**src/hm_alert_defines.vh**
```
`ifndef HM_ALERT_DEFINES_VH
`define HM_ALERT_DEFINES_VH
`define TEMP_W          8
`define HYST_COMPARATOR 8'h7f
`define CFG_SHUT_EN_BIT 2
`define MODE_SHUTDOWN   2'h0
`define MODE_COMPARATOR 2'h1
`define MODE_TWO_TIMES  2'h2
`define MODE_ONE_TIME   2'h3
`endif

```
**src/temp_channel_irq.v**
```verilog
`timescale 1ns/1ps
`include "hm_alert_defines.vh"
module temp_channel_irq #(
  parameter W = 8
) (
  // clock and reset
  input  wire         clk,
  input  wire         sys_rst,
  // mode and limits
  input  wire [1:0]   mode,
  input  wire [W-1:0] temp,
  input  wire [W-1:0] over_thr,
  input  wire [W-1:0] hyst_thr,
  input  wire [W-1:0] shut_high,
  input  wire [W-1:0] shut_low,
  // events
  output reg          evt,
  output reg          urgent_evt
);
  reg  above_reg;
  reg  armed_reg;
  reg  shut_hi_reg;
  reg  shut_lo_reg;
  reg  shut_first_reg;
  wire above_now = $signed(temp) > $signed(over_thr);
  wire below_hyst = $signed(temp) < $signed(hyst_thr);
  wire hi_now = $signed(temp) > $signed(shut_high);
  wire lo_now = $signed(temp) < $signed(shut_low);
  wire cmp_now = $signed(temp) > $signed(over_thr);

  always @* begin
    evt = 1'b0;
    urgent_evt = 1'b0;
    case (mode)
      `MODE_SHUTDOWN: begin
        // later rises above the high limit are ordinary events, only the first one jumps the queue
        evt = (above_now && armed_reg) || (below_hyst && !armed_reg) || (lo_now && !shut_lo_reg)
              || (hi_now && !shut_hi_reg && !shut_first_reg);
        urgent_evt = hi_now && !shut_hi_reg && shut_first_reg;
      end
      `MODE_COMPARATOR: begin
        // level request: re-fires after every clearing read while hot
        evt = cmp_now || (above_reg && !below_hyst);
      end
      `MODE_TWO_TIMES: begin
        evt = (above_now && armed_reg) || (below_hyst && !armed_reg);
      end
      `MODE_ONE_TIME: begin
        evt = above_now && armed_reg;
      end
      default: begin
        evt = 1'b0;
      end
    endcase
  end

  always @(posedge clk) begin
    if (sys_rst) begin
      above_reg <= 1'b0;
      armed_reg <= 1'b1;
      shut_hi_reg <= 1'b0;
      shut_lo_reg <= 1'b0;
      shut_first_reg <= 1'b1;
    end else begin
      shut_hi_reg <= hi_now;
      shut_lo_reg <= lo_now;
      if (urgent_evt)
        shut_first_reg <= 1'b0;
      if (above_now)
        above_reg <= 1'b1;
      else if (below_hyst)
        above_reg <= 1'b0;
      // rise suppressed until the temperature has gone below hysteresis
      if (above_now && armed_reg)
        armed_reg <= 1'b0;
      else if (below_hyst)
        armed_reg <= 1'b1;
    end
  end
endmodule

```
**src/hw_monitor_alert_interrupt.v**
```verilog
`timescale 1ns/1ps
`include "hm_alert_defines.vh"
module hw_monitor_alert_interrupt #(
  parameter NV = 8,
  parameter NF = 3,
  parameter NT = 6,
  parameter W  = 8,
  parameter FW = 8
) (
  // clock and reset
  input  wire              clk,
  input  wire              sys_rst,
  // configuration
  input  wire              monitor_alert_mode,
  input  wire [NT-1:0]     shutdown_behaviour_enable,
  input  wire              channel1_single_shot,
  input  wire              group_comparator_select,
  input  wire [NT-1:0]     channel_irq_mask,
  input  wire [NV-1:0]     volt_irq_mask,
  input  wire [NF-1:0]     fan_irq_mask,
  // voltage compare results from the measurement front end
  input  wire [NV-1:0]     volt_above_high,
  input  wire [NV-1:0]     volt_below_low,
  // fan counts and limits
  input  wire [NF*FW-1:0]  fan_count,
  input  wire [NF*FW-1:0]  fan_limit,
  // temperature channels
  input  wire [NT*W-1:0]   temp_value,
  input  wire [NT*W-1:0]   over_threshold,
  input  wire [NT*W-1:0]   hysteresis_threshold,
  input  wire [NT*W-1:0]   shutdown_over_limit,
  input  wire [NT*W-1:0]   shutdown_high_limit,
  input  wire [NT*W-1:0]   shutdown_low_limit,
  // overtemp level from the separate overtemp logic
  input  wire              overtemp_level,
  // status read: pulse when software has read every status register
  input  wire              status_read_done,
  // status
  output reg  [NV-1:0]     volt_status,
  output reg  [NF-1:0]     fan_status,
  output reg  [NT-1:0]     temp_status,
  output wire              irq_pending,
  // shared alert pin, open drain
  output wire              mgmt_alert_pin_out,
  output wire              mgmt_alert_pin_oe
);
  reg  [NF-1:0] fan_above_reg;
  reg  [NF-1:0] fan_seen_reg;
  reg           pending_reg;
  wire [NT-1:0] t_evt;
  wire [NT-1:0] t_urgent;
  wire [NF-1:0] fan_above_now;
  wire [NF-1:0] fan_cross;
  wire [NV-1:0] volt_evt;

  assign volt_evt = (volt_above_high | volt_below_low) & ~volt_irq_mask;

  genvar i;
  generate
    for (i = 0; i < NF; i = i + 1) begin : g_fan
      assign fan_above_now[i] = fan_count[i*FW +: FW] > fan_limit[i*FW +: FW];
      // first sample after reset only seeds the previous state
      assign fan_cross[i] = fan_seen_reg[i] && (fan_above_now[i] != fan_above_reg[i]) && !fan_irq_mask[i];
    end
    for (i = 0; i < NT; i = i + 1) begin : g_temp
      reg  [1:0]   mode_sel;
      wire [W-1:0] hy = hysteresis_threshold[i*W +: W];
      wire [W-1:0] ol = shutdown_over_limit[i*W +: W];
      wire [W-1:0] ov = over_threshold[i*W +: W];
      always @* begin
        if (i == 0) begin
          if (hy == `HYST_COMPARATOR)
            mode_sel = `MODE_COMPARATOR;
          else if (($signed(hy) < $signed(ol)) && shutdown_behaviour_enable[i])
            mode_sel = `MODE_SHUTDOWN;
          else if (channel1_single_shot)
            mode_sel = `MODE_ONE_TIME;
          else
            mode_sel = `MODE_TWO_TIMES;
        end else begin
          if (group_comparator_select)
            mode_sel = `MODE_COMPARATOR;
          else if (shutdown_behaviour_enable[i])
            mode_sel = `MODE_SHUTDOWN;
          else
            mode_sel = `MODE_TWO_TIMES;
        end
      end
      temp_channel_irq #(
        .W(W)
      ) u_ch (
        .clk        (clk),
        .sys_rst    (sys_rst),
        .mode       (mode_sel),
        .temp       (temp_value[i*W +: W]),
        .over_thr   ((mode_sel == `MODE_SHUTDOWN) ? ol : ov),
        .hyst_thr   (hy),
        .shut_high  (shutdown_high_limit[i*W +: W]),
        .shut_low   (shutdown_low_limit[i*W +: W]),
        .evt        (t_evt[i]),
        .urgent_evt (t_urgent[i])
      );
    end
  endgenerate

  wire [NT-1:0] t_ok  = ~channel_irq_mask;
  wire          any_evt = (|volt_evt) | (|fan_cross) | (|(t_evt & t_ok));
  wire [NT-1:0] urg   = t_urgent & t_ok;
  // an event in the clearing cycle is taken, so set wins over clear
  wire          take  = !pending_reg || status_read_done;

  always @(posedge clk) begin
    if (sys_rst) begin
      fan_above_reg <= {NF{1'b0}};
      fan_seen_reg  <= {NF{1'b0}};
      pending_reg   <= 1'b0;
      volt_status   <= {NV{1'b0}};
      fan_status    <= {NF{1'b0}};
      temp_status   <= {NT{1'b0}};
    end else begin
      fan_above_reg <= fan_above_now;
      fan_seen_reg  <= {NF{1'b1}};
      if (take) begin
        pending_reg <= any_evt | (|urg);
        volt_status <= volt_evt;
        fan_status  <= fan_cross;
        temp_status <= (t_evt | t_urgent) & t_ok;
      end else if (|urg) begin
        temp_status <= temp_status | urg;
      end
    end
  end

  assign irq_pending = pending_reg;
  // alert mode drives low on pending, overtemp mode shows the overtemp level
  wire   drive_low = monitor_alert_mode ? pending_reg : overtemp_level;
  assign mgmt_alert_pin_out = 1'b0;
  assign mgmt_alert_pin_oe  = drive_low;
endmodule

```
**config.mk**
```make
export PLATFORM = sky130hd
export DESIGN_NAME = hw_monitor_alert_interrupt
export DESIGN_NICKNAME = d
export VERILOG_FILES = /design/src/temp_channel_irq.v /design/src/hw_monitor_alert_interrupt.v
export VERILOG_INCLUDE_DIRS = /design/src
export SDC_FILE = /design/constraint.sdc
export NUM_CORES = 1
export LEC_CHECK = 0
export BUFFER_PORTS_ARGS = -buffer_cell sky130_fd_sc_hd__buf_2
export CAP_MARGIN = 20
export CORE_AREA = 2 2 154 156
export CTS_CLUSTER_SIZE = 16
export DETAILED_ROUTE_END_ITERATION = 6
export DIE_AREA = 0 0 156 158
export PLACE_DENSITY = 0.67
export SLEW_MARGIN = 0
export SYNTH_ARGS = -nofsm -noshare
export SYNTH_HDL_FRONTEND = slang
export SYNTH_SLANG_ARGS = --single-unit
```
**constraint.sdc**
```tcl
create_clock -name clk -period 3.3 [get_ports clk]
set_input_delay 0.165 -clock clk [delete_from_list [all_inputs] [get_ports clk]]
set_output_delay 0.165 -clock clk [all_outputs]
set_load 0.1 [all_outputs]
```
======== Word level (Yosys, flattened, before mapping) ========
Cells that the tools add are included.
word-level totals
  bits in registers ....................... 54
  latch bits .............................. 0
  bits in writable memories ............... 0
  ROM bits ................................ 0
  input bits .............................. 382
  output and inout bits ................... 20
  word-level logic and storage cells ...... 288
  memories ................................ 0
operators by class
  add/sub/neg operators ................... 0
  multiply operators ...................... 0
  divide/modulo/power cells ............... 0
  $lt $le $gt $ge ......................... 28
  equality and inequality tests ........... 22
  shift-type cells ........................ 0
  muxes and demuxes ....................... 59
  bitwise operators ....................... 12
  reduce and logical (&&, ||, !) cells .... 131
operators by type and width
  operator                                        count
  greater-than comparator 8 bit                   15
  < comparator 8 bit                              13
  logical AND 1 bit                               49
  2-to-1 mux 8 bit                                6
  logical NOT 1 bit                               34
  2-to-1 mux 1 bit                                32
  nonzero test 2 bit                              13
  logical OR 1 bit                                25
  == test 2 bit (second input constant)           12
  2-to-1 mux 2 bit                                12
  case mux 1 bit (4 select lines)                 6
  bitwise AND 6 bit                               3
  == test 2 x 1 -> 1 bit (second input constant)  6
  logical NOT 2 bit                               6
  2-to-1 mux 6 bit                                2
  OR 6 bit                                        2
  OR reduction 6 bit                              2
  bitwise AND 8 bit                               1
  == test 8 x 7 -> 1 bit (second input constant)  1
  inverter 8 bit                                  1
  OR 8 bit                                        1
  OR reduction 8 bit                              1
  inverter 6 bit                                  1
  2-to-1 mux 3 bit                                1
  3 further kinds                                 7

======== Logic depth before layout (Yosys ltp) ========
Gate-level depths: netlist of run 1.
  depth in word-level cells ............... 16
  depth in mapped cells ................... 18
  gate-level depth less buffers ........... 17

======== Hierarchy ========
From an unflattened synthesis of run 1, not the netlist that was laid out.
unflattened totals
  cells, all modules ...................... 1082
  area total of the unflattened synthesis .. 8493.1 µm²
by module, submodules not included
  module                                 instances  cells each  area an instance (µm²)  seq. area each (µm²)
  temp_channel_irq (g_temp[0].u_ch ...)  5          128         994.7                   100.1
  hw_monitor_alert_interrupt             1          308         2481.1                  440.4
  temp_channel_irq (g_temp[5].u_ch)      1          134         1038.5                  100.1

======== Worst setup path before layout of run 1 ========
OpenSTA, ideal clock, no wires.
  path type ............................... input to register
  from .................................... input port shutdown_over_limit[5]
  to ...................................... register pending_reg, in the netlist irq_pending
  library setup time ...................... 0.140 ns
  arrival ................................. 3.254 ns
  data required time ...................... 3.160 ns
  setup slack ............................. -0.095 ns
  stages .................................. 17
  path through ............................ inv_1 > ha_1 > a21o_1 > a311oi_2 > nand4_2 > clkbuf_1 > nor2_1 > a21oi_1 > ha_1 > nor3b_1 > nand2_1 > o211ai_1 > nand3_1 > a2111oi_0 > a311oi_1 > nor3_1 > a41oi_2
between the ends
  word-level cells in the longest chain between the ends .. 16
  elaborated cells between the ends (all ways) .. 23
  classes of those cells .................. order compare (2); eq/ne (3); mux (5); bitwise (4); reduce/logical (9)
RTL lines
  element                          RTL line                                                             source
  from (decl)                      hw_monitor_alert_interrupt.v:31                                      input wire [NT*W-1:0] shutdown_over_limit,
  < comparator 8 bit               hw_monitor_alert_interrupt.v:74                                      else if (($signed(hy) < $signed(ol)) && shutdown_behaviour_enable[i])
  logical AND 1 bit                hw_monitor_alert_interrupt.v:74
  2-to-1 mux 2 bit                 hw_monitor_alert_interrupt.v:74
  2-to-1 mux 2 bit                 hw_monitor_alert_interrupt.v:72                                      if (hy == `HYST_COMPARATOR)
  logical NOT 2 bit                temp_channel_irq.v:34                                                case (mode)
  2-to-1 mux 8 bit                 hw_monitor_alert_interrupt.v:96                                      .over_thr ((mode_sel == `MODE_SHUTDOWN) ? ol : ov),
  greater-than comparator 8 bit    temp_channel_irq.v:25, temp_channel_irq.v:29
  logical AND 1 bit                temp_channel_irq.v:37, temp_channel_irq.v:46, temp_channel_irq.v:49
  logical OR 1 bit                 temp_channel_irq.v:37, temp_channel_irq.v:46
  logical OR 1 bit                 temp_channel_irq.v:37                                                evt = (above_now && armed_reg) || (below_hyst && !armed_reg) || (lo_now && !shut_lo_reg)
  logical OR 1 bit                 temp_channel_irq.v:38                                                || (hi_now && !shut_hi_reg && !shut_first_reg);
  case mux 1 bit (4 select lines)  temp_channel_irq.v:34
  bitwise AND 6 bit                hw_monitor_alert_interrupt.v:107                                     wire any_evt = (|volt_evt) | (|fan_cross) | (|(t_evt & t_ok));
  OR reduction 6 bit               hw_monitor_alert_interrupt.v:107
  OR 1 bit                         hw_monitor_alert_interrupt.v:107
  OR 1 bit (*)                     hw_monitor_alert_interrupt.v:124                                     pending_reg <= any_evt | (|urg);
  to (signal assigned)             hw_monitor_alert_interrupt.v:124
  to (decl)                        hw_monitor_alert_interrupt.v:49                                      reg pending_reg;
Mark *: on every way between the ends. The rest lies on a longest branch, timed or not.
A chain may end at the register's enable or synchronous reset.

======== Worst setup path in the final report of run 1 ========
  from .................................... input port hysteresis_threshold[5]
  to ...................................... register pending_reg, in the netlist irq_pending
between the ends
  word-level cells in the longest chain between the ends .. 16
  elaborated cells between the ends (all ways) .. 28
  classes of those cells .................. order compare (3); eq/ne (4); mux (5); bitwise (4); reduce/logical (12)
RTL lines
  element                          RTL line                                                             source
  from (decl)                      hw_monitor_alert_interrupt.v:30                                      input wire [NT*W-1:0] hysteresis_threshold,
  < comparator 8 bit               hw_monitor_alert_interrupt.v:74
  logical AND 1 bit                hw_monitor_alert_interrupt.v:74
  2-to-1 mux 2 bit                 hw_monitor_alert_interrupt.v:74
  2-to-1 mux 2 bit                 hw_monitor_alert_interrupt.v:72
  logical NOT 2 bit                temp_channel_irq.v:34
  2-to-1 mux 8 bit                 hw_monitor_alert_interrupt.v:96
  greater-than comparator 8 bit    temp_channel_irq.v:25, temp_channel_irq.v:29
  logical AND 1 bit                temp_channel_irq.v:37, temp_channel_irq.v:46, temp_channel_irq.v:49
  logical OR 1 bit                 temp_channel_irq.v:37, temp_channel_irq.v:46
  logical OR 1 bit                 temp_channel_irq.v:37
  logical OR 1 bit                 temp_channel_irq.v:38
  case mux 1 bit (4 select lines)  temp_channel_irq.v:34
  bitwise AND 6 bit                hw_monitor_alert_interrupt.v:107
  OR reduction 6 bit               hw_monitor_alert_interrupt.v:107
  OR 1 bit                         hw_monitor_alert_interrupt.v:107
  OR 1 bit (*)                     hw_monitor_alert_interrupt.v:124
Marks and branches as above.

==> run metrics, run 1 <==
# setup viols final 0; Slowest-stage cell, CP a2111oi_4; Unique masters post-synth 68; first-pass GRT wire length 40.5 mm; post-DP HPWL roughly 24 mm; Worst Path Max Fanout 5; Compound-Gate Fraction of Synth Area 0.195; vias in the first global route between 8000 and 9000; outcome finished, final reports clean; largest cells by area after synthesis ha_1 (33%), dfxtp_1 (13%), inv_1 (8.8%); Arr. time, crit path between 3 and 4 ns; Area Growth Syn to Fin 34.5%; Worst path max stage delay roughly 0.36 ns; TritonRoute pass-1 iters 4; Final #Nets between 2000 and 2500; CP endpoint kind flip-flop; # hold bufs at CTS 0; initial antenna violation count 3; CTS tree done; Slew Limit Fails 0; final worst path period need between 3 and 4 ns; Detail Route Antenna Nets 0; starting density of the core 0.350; Synth Warn # 0; Setup CP Type input port to flip-flop; max FFs per register 8; Placeable Area approximately 0.023 mm2; clk root buf clkbuf_16; Rows between 50 and 60; PortBufs 400; routed len/inst ~15 um; # H-tree levels 2; HP Start sys_rst; clock transition at the registers of the reported paths roughly 0.07 ns; max cap viols 0; share of cells above drive strength 1 0.320; final count of hold timing violations 0; # DRC 0; Total Power ~2.7 mW; LEAKAGE 6.17 nW; Worst-Margin Slew 0.913 ns; final instance area around 0.011 mm2; fraction of registers with async set/reset 0; Die Y 158 um; Worst setup SP type input port; synth cell count leaders ha_1 (211), inv_1 (190), a21oi_1 (75); Vias/cell about 5; fmax 0.315 GHz; combinational family with the most area after synthesis adder cells; post-synthesis instance total between 1000 and 1500; required time of the critical path about 3.5 ns; Seq/Total Area, Yosys 0.129; Final Skew roughly 0.0057 ns; ys flop type dfxtp_1; Post-synth EDFFs 0; RePlAce Congestion roughly 0.9; die width between 150 and 200 um; mux share of post-synthesis cell area 0.0596; crit path cell chain buf_2 > ha_1 > a21o_1 > a311oi_2 > nand4_2 > buf_4 > buf_4 > nor2_1 > a21oi_1 > ha_1 > nor3b_2 > nand2_1 > o211ai_1 > nand3_1 > a2111oi_4 > a311oi_2 > nor3_2 > a41oi_2; Total GRT Usage 0.207; most flop-heavy register volt_status; Max rail drop VDD between 0.15 and 0.2 mV; Post-Synth Simple-Gate Area 0.189; drt total wl about 26 mm; DIE AREA between 0.02 and 0.025 mm2; Max Buffers Root-to-Sink 2; pwr/cell area 251 mW/mm2; drt first-iter violations approximately 390; syn nets between 1500 and 2000; largest net degree at the start of global routing 40; via count slightly below 9000; Area after DPL 0.0106 mm2; Synth Area in Adders 0.327; top cell type by total area after synthesis ha_1; boundary pin count between 400 and 500; Worst Hold Class input port to flip-flop; CTS Buf Count 5; Rel. slew slack 0.376; worst skew pair latency roughly 0.3 ns; Critical Path Start hysteresis_threshold[5]; Avg Inst Size Synth 7.69 um2; area share of the largest cell type after synthesis 0.327; RSZ-0062 raised after global routing true; xor and xnor area share after synthesis 0.00326; count leader, synth ha_1; synthesized flop and latch total 52; synthesized area 0.00807 mm2; worst r2r src g_temp[0].u_ch.above_reg; GRT Residual Overflow 0; Sinks on Clock Net 52; final worst-path cycle share 0.962
==> per-stage QoR <==
step | setup TNS, ns | instances | utilization | hold WS (ns) | setup WS, ns
detailed placement | -0.483 | 1754 | 0.460 | 0.452 | -0.313
CTS | 0 | 1761 | 0.467 | 0.131 | 0.0121
finish | 0 | 1767 | 0.471 | 0.141 | 0.126
global route | -0.107 | 1767 | 0.471 | 0.150 | -0.107
floorplan | 0 | 1049 | - | 0.374 | 0.00986
global placement | -0.224 | 1754 | 0.460 | 0.443 | -0.178
==> power breakdown <==
group / total [mW] / leakage (nW) / switching, mW / internal (mW)
Clock: 0.551 / 0.0760 / 0.232 / 0.319
Sequential: 0.727 / 0.431 / 0.0344 / 0.693
Combinational: 1.45 / 5.66 / 0.792 / 0.655
Total: 2.73 / 6.17 / 1.06 / 1.67
==> final timing paths <==
path / end / cells after the start / slack (ns)
max: irq_pending / 18 / 0.13
min: g_temp[0].u_ch.above_reg / 2 / 0.14
max reg2reg: irq_pending / 7 / 1.46
min reg2reg: g_temp[0].u_ch.shut_first_reg / 1 / 0.47
==> area by class of cell <==
type	instances	area, um2
diodes	3	7.51
flip-flops and latches	52	1040
clock buffers	7	153
well taps	290	363
inverters	191	717
multi-input cells	791	6310
repair buffers	433	2260
fillers	2358	12200
==> worst max-delay path: cells and delay by family <==
family          cells  cell delay (ns)
compound gates      7             1.37
buf+inv             3             0.43
fa+ha+maj           2             0.48
simple gates        6             0.90
==> layer usage <==
layer	up-vias	global-route usage	wire length, um
li1	4588	-	-
met1	3948	0.235	10900
met2	288	0.387	13400
met3	32	0.0394	1670
met4	0	0.0690	497
met5	-	0	0
==> placed cells by master, fill, tap and decap left out, drive strengths merged, types with 27 or more instances in the layout <==
cell type | netlist | final
nor2 | 74 | 74
a21oi | 75 | 75
buf | 3 | 433
o21ai | 35 | 35
nand3 | 27 | 27
inv | 190 | 190
dfxtp | 52 | 52
mux2i | 39 | 39
ha | 211 | 211
nand2 | 52 | 52
==> repair_timing <==
action                                  CTS  global route
buffers inserted                          0             3
resized for setup                         0            11
endpoints found under the setup margin    0             2
==> cells by family after synthesis <==
logic type               after synthesis
AND/OR/NAND/NOR                      293
AO/OA/AOI/OAI                        236
adder cells (fa/ha/maj)              211
buffers and inverters                206
flip-flops                            52
multiplexers                          47
XOR/XNOR                               3
other                                  1
No activity file was read; power rests on OpenSTA's default activity.
==> inputs of run 2 (changes only) <==
--- a/config.mk
+++ b/config.mk
@@ -9,6 +9,7 @@
 export BUFFER_PORTS_ARGS = -buffer_cell sky130_fd_sc_hd__buf_2
 export CAP_MARGIN = 20
 export CORE_AREA = 2 2 154 156
+export CTS_BUF_LIST = sky130_fd_sc_hd__clkbuf_2
 export CTS_CLUSTER_SIZE = 16
 export DETAILED_ROUTE_END_ITERATION = 6
 export DIE_AREA = 0 0 156 158
==> run metrics, run 2 (synthesis results as in run 1) <==
commonest non-fill, non-tap cell in the layout buf_2; # H-tree levels 2; HP Start volt_above_high[6]; Switch Pwr between 1 and 1.5 mW; setup slack at placement -0.313 ns; Max Buffers Root-to-Sink 2; Clock power frac 0.103; Final Skew slightly below 0.03 ns; largest net degree at the start of global routing 40; Worst-Margin Slew a little under 0.9 ns; routed len/inst roughly 15 um; Total GRT Usage 0.207; Setup CP Type input port to flip-flop; Placed Cells 1754; required time of the critical path 3.69 ns; CP endpoint kind flip-flop; Bufs and invs on worst path 2; drt first-iter violations about 320; starting density of the core 0.350; RSZ-0062 raised after global routing false; Detail Route Antenna Nets 0; final worst path period need between 3 and 4 ns; Max rail drop VDD about 0.11 mV; flop2flop setup slack 1.42 ns; most flop-heavy register volt_status; Worst Hold Class input port to flip-flop; outcome finished, final reports clean; LEAKAGE a little over 6 nW; Reg2Reg Depth 7; Worst Path Max Fanout 8; Switching Share 0.424; max cap viols 0; most frequent cells in the layout buf_2 (400), ha_1 (211), inv_1 (190); share of cells above drive strength 1 0.310; worst skew pair latency about 0.48 ns; Int Pwr between 1 and 1.5 mW; worst reg2reg endpoint temp_status[0]; max FFs per register 8; DIE AREA roughly 0.025 mm2; Post-CTS Setup Repair Bufs 0; vias in the first global route between 8000 and 9000; CTS tree done; Rows 56; via count roughly 9000; Die Y approximately 160 um; final worst-path cycle share 0.930; initial antenna violation count 3; # DRC 0; Arr. time, crit path ~3.5 ns; final instance area between 0.01 and 0.015 mm2; Rel. slew slack 0.392; final count of hold timing violations 0; worst r2r src g_temp[0].u_ch.above_reg; Final #Nets approximately 2100; Vias/cell around 5.0; Worst path max stage delay 0.42 ns; Worst setup SP type input port; Area after DPL around 0.011 mm2; RePlAce Congestion just under 0.9; first-pass GRT wire length roughly 40 mm; crit path cell chain buf_2 > ha_1 > mux2i_1 > a311oi_2 > nand4_2 > buf_4 > nor2_1 > a21oi_1 > ha_1 > o21ai_0 > a21oi_1 > o211ai_1 > nand3_1 > a2111oi_1 > a311oi_1 > nor3_1 > a41oi_2; fmax 0.326 GHz; Slowest-stage cell, CP a2111oi_1; die width 156 um; Total Power approximately 2.4 mW; TritonRoute pass-1 iters 4; post-CTS resize count 0; Setup crit end irq_pending; drt total wl between 20 and 30 mm; clock transition at the registers of the reported paths 0.26 ns; Non-Filler Instances ~1800; Placeable Area about 0.023 mm2; boundary pin count between 400 and 500; pwr/cell area around 220 mW/mm2; post-DP HPWL about 24 mm; Levels on crit path 17; CP delay by family, top compound AO/OA/AOI/OAI gates; Slew Limit Fails 0; Sinks on Clock Net 52; GRT Residual Overflow 0; clk root buf clkbuf_2; Critical Path Start hysteresis_threshold[7]; setup ws final 0.230 ns; # hold bufs at CTS 9; CTS Buf Count 5; # setup viols final 0; Area Growth Syn to Fin 33.2%; combinational share of power 0.594; Seq pwr share 0.303; PortBufs 400
==> run 2: cell types whose count changed in the layout (fill, tap and decap cells not counted), moves of 2 or more <==
cell	change
dlygate4sd3_1	+9
clkbuf_16	-5
clkbuf_2	+5
buf_4	-3
clkbuf_8	-2
clkinv_1	+2
==> run 2: final cells by class <==
class                   count  area [um2]
flip-flops and latches     52        1040
inverters                 191         717
well taps                 290         363
diodes                      3        7.51
clock inverters             2        7.51
repair buffers            439        2330
multi-input cells         791        6250
clock buffers               5        25.0
fillers                  2377       12300
==> run 2: how the worst min path moves through the flow <==
| stage | end | slack (ns) | cells after the start |
|---|---|---|---|
| final | volt_status[6] | 0.09 | 5 |
| after detailed placement | g_temp[0].u_ch.above_reg | 0.45 | 2 |
| after global routing | temp_status[2] | 0.04 | 3 |
| after floorplan | temp_status[0] | 0.37 | 2 |
| after global placement | g_temp[0].u_ch.shut_first_reg | 0.44 | 1 |
| after CTS | fan_status[0] | 0.01 | 5 |
==> run 2: power groups by stage <==
stage,Clock [mW],Sequential (mW),Combinational [mW]
after global placement,0,0.739,1.39
after floorplan,0,0.850,0.774
final,0.247,0.728,1.43
after detailed placement,0,0.741,1.42
after global routing,0.296,0.737,1.62
after CTS,0.269,0.729,1.44
==> run 2: metrics by stage <==
stage          setup TNS [ns]  hold WS, ns  utilization
6_report                    0       0.0872        0.466
5_1_grt                     0       0.0423        0.466
4_1_cts                     0       0.0147        0.466
3_5_place_dp           -0.483        0.452        0.460
3_3_place_gp           -0.224        0.443        0.460
2_1_floorplan               0        0.374            -
==> run 2: worst reg2reg max path, cell delays in order, from the launching register on <==
cell and delay [ns]:
dfxtp_1 0.36, nand2b_1 0.06, or4_1 0.54, nand3_1 0.10, a2111oi_1 0.08, a311oi_1 0.40
nand2_1 0.10, a31oi_1 0.19
==> run 2: layer usage <==
metal	track usage	wire [um]	up-vias	part of all wire
met5	0	0	-	0
met4	0.0699	567	0	0.022
met3	0.0405	1740	39	0.066
met2	0.387	13300	301	0.50
met1	0.235	10800	3936	0.41
li1	-	-	4601	-
